==> config.mk <==
export PLATFORM = sky130hd
export DESIGN_NAME = mls_top
export DESIGN_NICKNAME = d
export VERILOG_FILES = /design/src/mls_pkg.sv /design/src/mls_sync_if.sv /design/src/mls_input_sync.sv /design/src/mls_top.sv
export SDC_FILE = /design/constraint.sdc
export NUM_CORES = 1
export LEC_CHECK = 0
export BUFFER_PORTS_ARGS = -buffer_cell sky130_fd_sc_hd__buf_2
export CAP_MARGIN = 20
export CORE_UTILIZATION = 52
export CTS_BUF_LIST = sky130_fd_sc_hd__clkbuf_16
export DETAILED_ROUTE_END_ITERATION = 6
export GPL_TIMING_DRIVEN = 1
export PLACE_DENSITY = 0.79
export SLEW_MARGIN = 10
export SYNTH_ARGS = -nofsm -noshare
export SYNTH_HDL_FRONTEND = slang
export SYNTH_SLANG_ARGS = --single-unit
==> constraint.sdc <==
create_clock -name ref_clk -period 1.3 [get_ports ref_clk]
set_input_delay 0.26 -clock ref_clk [delete_from_list [all_inputs] [get_ports ref_clk]]
set_output_delay 0.26 -clock ref_clk [all_outputs]
set_load 0.02 [all_outputs]
==> src/mls_pkg.sv <==
`default_nettype none
package mls_pkg;
	// ------------------------------------------------------------
	// Field positions of the modem line status register
	// ------------------------------------------------------------
	localparam int         MLS_CTS_BIT      = 0;
	localparam int         MLS_DSR_BIT      = 1;
	localparam int         MLS_RI_BIT       = 2;
	localparam int         MLS_DCD_BIT      = 3;
	localparam int         MLS_LEVEL_LSB    = 4;
	localparam int         MLS_FLAG_W       = 4;
	localparam int         MLS_STATUS_W     = 8;
	// Modem control register bits used here
	localparam int         MLS_MCR_DTR_BIT  = 0;
	localparam int         MLS_MCR_RTS_BIT  = 1;
	localparam int         MLS_MCR_AUX_OUTPUT_ONE_BIT = 2;
	localparam int         MLS_MCR_AUX_OUTPUT_TWO_BIT = 3;
	localparam int         MLS_MCR_LOOP_BIT = 4;
	localparam int         MLS_MCR_W        = 5;
	// Reset values and fixed codes
	localparam logic [3:0] MLS_FLAGS_RST    = 4'h0;
	localparam logic [7:0] MLS_STATUS_RST   = 8'h00;
	localparam logic [2:0] MLS_IRQ_PRIORITY = 3'h4;
	localparam int         MLS_SYNC_STAGES  = 2;
endpackage : mls_pkg
`default_nettype wire

==> src/mls_sync_if.sv <==
`timescale 1ns/100ps
`default_nettype none
// Synchronised pin levels passed from the input stage to the status logic
interface mls_sync_if;
	logic [3:0] modem_n;
	logic       rd_n;
	logic       sel;
	modport src (output modem_n, output rd_n, output sel);
	modport dst (input modem_n, input rd_n, input sel);
endinterface : mls_sync_if
`default_nettype wire

==> src/mls_input_sync.sv <==
`timescale 1ns/100ps
`default_nettype none
module mls_input_sync (
	input  wire logic ref_clk,
	input  wire logic reset_n,
	input  wire logic [3:0] modem_n_pin,
	input  wire logic rd_n_pin,
	input  wire logic sel_pin,
	mls_sync_if.src   sync
);
	import mls_pkg::*;

	typedef struct packed {
		logic [5:0] stage1;
		logic [5:0] stage2;
	} mls_sync_state_t;

	mls_sync_state_t st_reg;
	mls_sync_state_t st_next;

	// ------------------------------------------------------------
	// Two-flop synchroniser, stage1 feeds stage2 only
	// ------------------------------------------------------------
	always_comb begin
		st_next        = st_reg;
		st_next.stage1 = {sel_pin, rd_n_pin, modem_n_pin};
		st_next.stage2 = st_reg.stage1;
		// Idle pins read high; strobe inactive after reset
		if (!reset_n) begin
			st_next = {6'h1F, 6'h1F};
		end
	end

	always_ff @(posedge ref_clk) begin
		st_reg <= st_next;
	end

	// Only the second stage leaves this module
	assign sync.modem_n = st_reg.stage2[3:0];
	assign sync.rd_n    = st_reg.stage2[4];
	assign sync.sel     = st_reg.stage2[5];
endmodule : mls_input_sync
`default_nettype wire

==> src/mls_top.sv <==
// Overview of operation
// - Each delta flag sets when its modem input changes, the ring flag on its trailing edge only, and all clear when the host reads.
// - A level bit reads 1 while its active-low pin is low and 0 while it is high.
// - With the modem interrupt enabled, the interrupt is raised while any change flag is set.
// - The modem interrupt reports priority level 4, the lowest of the channel.
// - Bit 0 flags clear-to-send, bit 1 data-set-ready, bit 3 carrier-detect changes.
// - Bit 2 sets only on a low-to-high ring indicator pin edge, never on high-to-low.
// - Bits 4 to 7 hold inverted clear-to-send, data-set-ready, ring and carrier levels.
// - In loopback, bits 4 to 7 show the RTS, DTR, output-1 and output-2 control bits.
// - A status read clears only the change flags, the level bits keep following.
// - During a status read, newly arising flags wait until the strobe ends.
// - A flag already set that recurs during a read is cleared at the strobe end.
// - In loopback the pins are ignored and control bit writes still raise changes.
// - Reset clears the change flags; the level bits show the idle pin levels, or the control bits in loopback.
// - Control bit 4 selects loopback, routing the control outputs to the status logic.
`timescale 1ns/100ps
`default_nettype none
module mls_top (
	input  wire logic                          ref_clk,
	input  wire logic                          reset_n,
	input  wire logic                          cts_n,
	input  wire logic                          dsr_n,
	input  wire logic                          ri_n,
	input  wire logic                          dcd_n,
	input  wire logic                          host_read_strobe_n,
	input  wire logic                          modem_status_sel,
	input  wire logic [mls_pkg::MLS_MCR_W-1:0] modem_control_reg,
	input  wire logic                          modem_irq_enable,
	output logic [mls_pkg::MLS_STATUS_W-1:0]   modem_line_status,
	output logic                               modem_irq,
	output logic [2:0]                         modem_irq_level
);
	import mls_pkg::*;

	typedef struct packed {
		logic [3:0] level;   // Inverted levels seen last cycle
		logic [3:0] flags;   // Change flags
		logic [3:0] pend;    // Events seen during a read
		logic       rd_q;    // Read active last cycle
		logic [7:0] status;  // Read data
	} mls_state_t;

	mls_state_t st_reg;
	mls_state_t st_next;
	logic [3:0] level_now;
	logic [3:0] events;
	logic       read_active;
	logic       read_end;

	mls_sync_if sync_bus ();

	// ------------------------------------------------------------
	// Pin synchroniser
	// ------------------------------------------------------------
	mls_input_sync u_sync (
		.ref_clk     (ref_clk),
		.reset_n     (reset_n),
		.modem_n_pin ({dcd_n, ri_n, dsr_n, cts_n}),
		.rd_n_pin    (host_read_strobe_n),
		.sel_pin     (modem_status_sel),
		.sync        (sync_bus)
	);

	// ------------------------------------------------------------
	// Level source and event detection
	// ------------------------------------------------------------
	// Loopback swaps the pins for the control bits, so a write raises changes
	always_comb begin
		if (modem_control_reg[MLS_MCR_LOOP_BIT]) begin
			level_now = {modem_control_reg[MLS_MCR_AUX_OUTPUT_TWO_BIT],
				modem_control_reg[MLS_MCR_AUX_OUTPUT_ONE_BIT],
				modem_control_reg[MLS_MCR_DTR_BIT],
				modem_control_reg[MLS_MCR_RTS_BIT]};
		end else begin
			level_now = ~sync_bus.modem_n;
		end
	end

	// Per-bit change detectors: any change for the deltas, ring only on its trailing edge.
	// The level register follows the source even in reset, so release raises no false edge.
	for (genvar b = 0; b < MLS_FLAG_W; b++) begin : g_event
		if (b == MLS_RI_BIT) begin : g_ring
			// Inverted level falling means the pin went from low to high
			assign events[b] = st_reg.level[b] & ~level_now[b];
		end else begin : g_delta
			assign events[b] = level_now[b] ^ st_reg.level[b];
		end
	end

	assign read_active = ~sync_bus.rd_n & sync_bus.sel;
	assign read_end    = st_reg.rd_q & ~read_active;

	// ------------------------------------------------------------
	// Flag update
	// ------------------------------------------------------------
	// Flags are frozen during a read so the host never sees them move under the strobe
	always_comb begin
		st_next       = st_reg;
		st_next.level = level_now;
		st_next.rd_q  = read_active;
		if (read_active) begin
			st_next.pend = st_reg.pend | events;
		end else if (read_end) begin
			// Read clears all, deferred events land, recurrences drop
			st_next.flags = events | (st_reg.pend & ~st_reg.flags);
			st_next.pend  = MLS_FLAGS_RST;
		end else begin
			st_next.flags = st_reg.flags | events;
		end
		// Read data held steady while the strobe is low and the status select is high
		if (!read_active) begin
			st_next.status = {level_now, st_next.flags};
		end
		if (!reset_n) begin
			st_next.flags  = MLS_FLAGS_RST;
			st_next.pend   = MLS_FLAGS_RST;
			st_next.rd_q   = 1'b0;
			st_next.status = {level_now, MLS_FLAGS_RST};
		end
	end

	always_ff @(posedge ref_clk) begin
		st_reg <= st_next;
	end

	// ------------------------------------------------------------
	// Outputs
	// ------------------------------------------------------------
	assign modem_line_status = st_reg.status;
	assign modem_irq         = modem_irq_enable & (|st_reg.flags);
	assign modem_irq_level   = MLS_IRQ_PRIORITY;
endmodule : mls_top
`default_nettype wire

==> reports/qor.yml <==
die_w_um: 51.5
vias: 915
postSynthCellCount: 131
final_core_util: 0.670
synth_xor_area_frac: 0
max-clock-path-buffers: 2
setup_ws_ns: -0.119
drtIter0Drc: 25
netlist.area_leader.share: 0.456
synth_area_per_cell_um2: 9.72
grt_max_degree: 21
dpl_worst_slack_ns: -0.0176
endpoint_kind: "output pin"
cts-hold-fix-buffers: 0
ys_warn_count: 0
hp-start: "ri_n"
crit_buf_inv: 1
slowest_stage: "o41a_1"
wl_per_cell_um: 12.0
drc_errors: 0
critical-path-max-stage-delay_ns: 0.41
dpl-instance-area_mm2: 0.00134
fin_skew_ns: 0.00246
power_w: 0.00254
synth_top_cell_by_area: "dfxtp_1"
grt_antenna_before_repair: 0
grt_pass1_wl_um: 3510
powerDensity_mw_per_mm2: 1680
ir_drop_mv: 1.34
drt_wl_total_um: 2140
htree_levels: 2
slew_violations: 0
antenna_cells: 0
synth_top_family_by_area: "simple AND/OR/NAND/NOR gates"
layout-drive-gt1-share: 0.273
worst_skew_pair.late_latency_ns: 0.27
row_count: 17
clkTransAtPathRegs_ns: 0.05
synthSimpleGateAreaFrac: 0.218
violations: "negative setup slack"
cp.required_ns: 1.04
min_period_ns: 1.42
largest_reg_flops: 13
mappedNetlistArea_mm2: 0.00127
fmax_mhz: 704
path_max_fanout: 4
grt-ovfl-total: 0
portBuffers: 22
hold_viol: 0
cts.sinks: 33
cp-start-kind: "flip-flop"
areaGrowthSynthToFinish_pct: 18.7
synth_compound_area_frac: 0.132
core-area_mm2: 0.00225
worstSetupPathType: "reg2out"
rsz0062_at_grt: "true"
crit_chain: "o41a_1, buf_6"
whs_ns: 0.165
ys_ff_latch: 33
grt_pass1_vias: 845
post-route-period-util: 1.09
clockRootBuffer: "clkbuf_16"
path_delay_family: "compound AO/OA/AOI/OAI gates"
viasPerCell: 5.14
final_antenna_net_count: 0
ys_seq_area_frac: 0.550
crit_path_start: "st_reg[14]$_SDFF_PN0_"
dr.pass1.iters: 4
die_h_um: 51.5
final_area_mm2: 0.00151
gp_congestion: 0.767
nets: 163
start_util: 0.565
synth_cell_types: 25
synth.area.mux_share: 0
globalRouteTotalUtil: 0.192
ios: 26
hold_path_class: "in2reg"
nFillCells: 194
finalSetupViolations: 1
crit_arrival_ns: 1.16
hpwl_um: 1390
r2r_start: "u_sync.sync.rd_n$_SDFF_PN1_"
status: "finished with violations"
synthTopCellsByArea: "dfxtp_1 (46%), edfxtp_1 (9.4%), nand2b_1 (7.4%)"
max-cap-violations: 0
die_area_mm2: 0.00265
synth_fa_ha_area_frac: 0
p_leak_nw: 0.657
cts_inserted_buffers: 5
cts_tree: "yes"
-- cells in the final DEF, fill, tap and decap left out, types with 4 or more instances in the layout --
cell type,Yosys,layout
buf_4,11,4
buf_2,0,21
edfxtp_1,4,4
clkbuf_16,0,6
nand2b_1,15,15
inv_1,3,4
o21ai_0,11,11
dfxtp_1,29,26
nor2_1,14,14
nand2_1,5,5
and2_1,6,6
-- per-stage QoR --
stage | setup TNS (ns) | instances
after floorplan | 0 | 132
after global routing | -0.148 | 178
after detailed placement | -0.0269 | 169
after CTS | -0.119 | 178
final | -0.119 | 178
after global placement | -0.00000888 | 169
-- area by class of cell --
type | instances | area (µm²) | share of cell area
repair buffers | 26 | 146 | 0.0969
flip-flops and latches | 33 | 704 | 0.466
clock inverters | 2 | 7.51 | 0.00497
inverters | 3 | 11.3 | 0.00745
clock buffers | 6 | 150 | 0.0993
well taps | 28 | 35.0 | 0.0232
multi-input cells | 80 | 457 | 0.302
-- path summary, 6_finish.rpt --
check,end,slack [ns],cells after the start
hold / removal,u_sync.st_reg[8]$_SDFF_PN1_,0.16,2
setup / recovery,modem_irq,-0.12,2
hold reg to reg,u_sync.sync.modem_n[1]$_SDFF_PN1_,0.41,1
setup reg to reg,modem_line_status[6]$_DFFE_PP_,0.14,4
-- cell usage after synthesis --
| cell type | instances |
|---|---|
| inv_1 | 3 |
| or2_2 | 3 |
| o21ai_0 | 11 |
| clkbuf_1 | 4 |
| and2_1 | 6 |
| buf_6 | 1 |
| o211ai_1 | 3 |
| conb_1 | 2 |
| dfxtp_1 | 29 |
| nor2_1 | 14 |
| a22oi_1 | 1 |
| a21oi_1 | 3 |
| nor2b_1 | 1 |
| nand2b_1 | 15 |
| nand2_1 | 5 |
| or3_1 | 3 |
| a32oi_1 | 3 |
| o211a_1 | 1 |
| edfxtp_1 | 4 |
| o41a_1 | 1 |
| a31oi_1 | 2 |
| and2_4 | 3 |
| nand3_1 | 1 |
| o31ai_1 | 1 |
| buf_4 | 11 |
-- where the power goes --
group          switching, W  leakage [nW]  internal (W)
registers         0.0000267         0.286       0.00110
clock network      0.000387        0.0808      0.000810
logic              0.000119         0.290     0.0000970
total              0.000533         0.657       0.00200
-- logic make-up (layout without fill, tap and decap cells) --
group           Yosys count  after routing
compound gates           26             26
simple gates             51             51
flops                    33             33
other cells               2              3
buf+inv                  19             37
-- timing repair --
| item | CTS | global route |
|---|---|---|
| endpoints found under the setup margin | 1 | 1 |
| setup buffers | 1 | 0 |
| pin swaps | 1 | 1 |
| gates cloned | 0 | 0 |
| resized for setup | 5 | 0 |
-- routing by layer --
layer	GRT usage	share of wire
met5	0	0
met4	0.104	0.016
met3	0.0906	0.051
met2	0.320	0.50
met1	0.199	0.43
No activity file was read; power rests on OpenSTA's default activity.
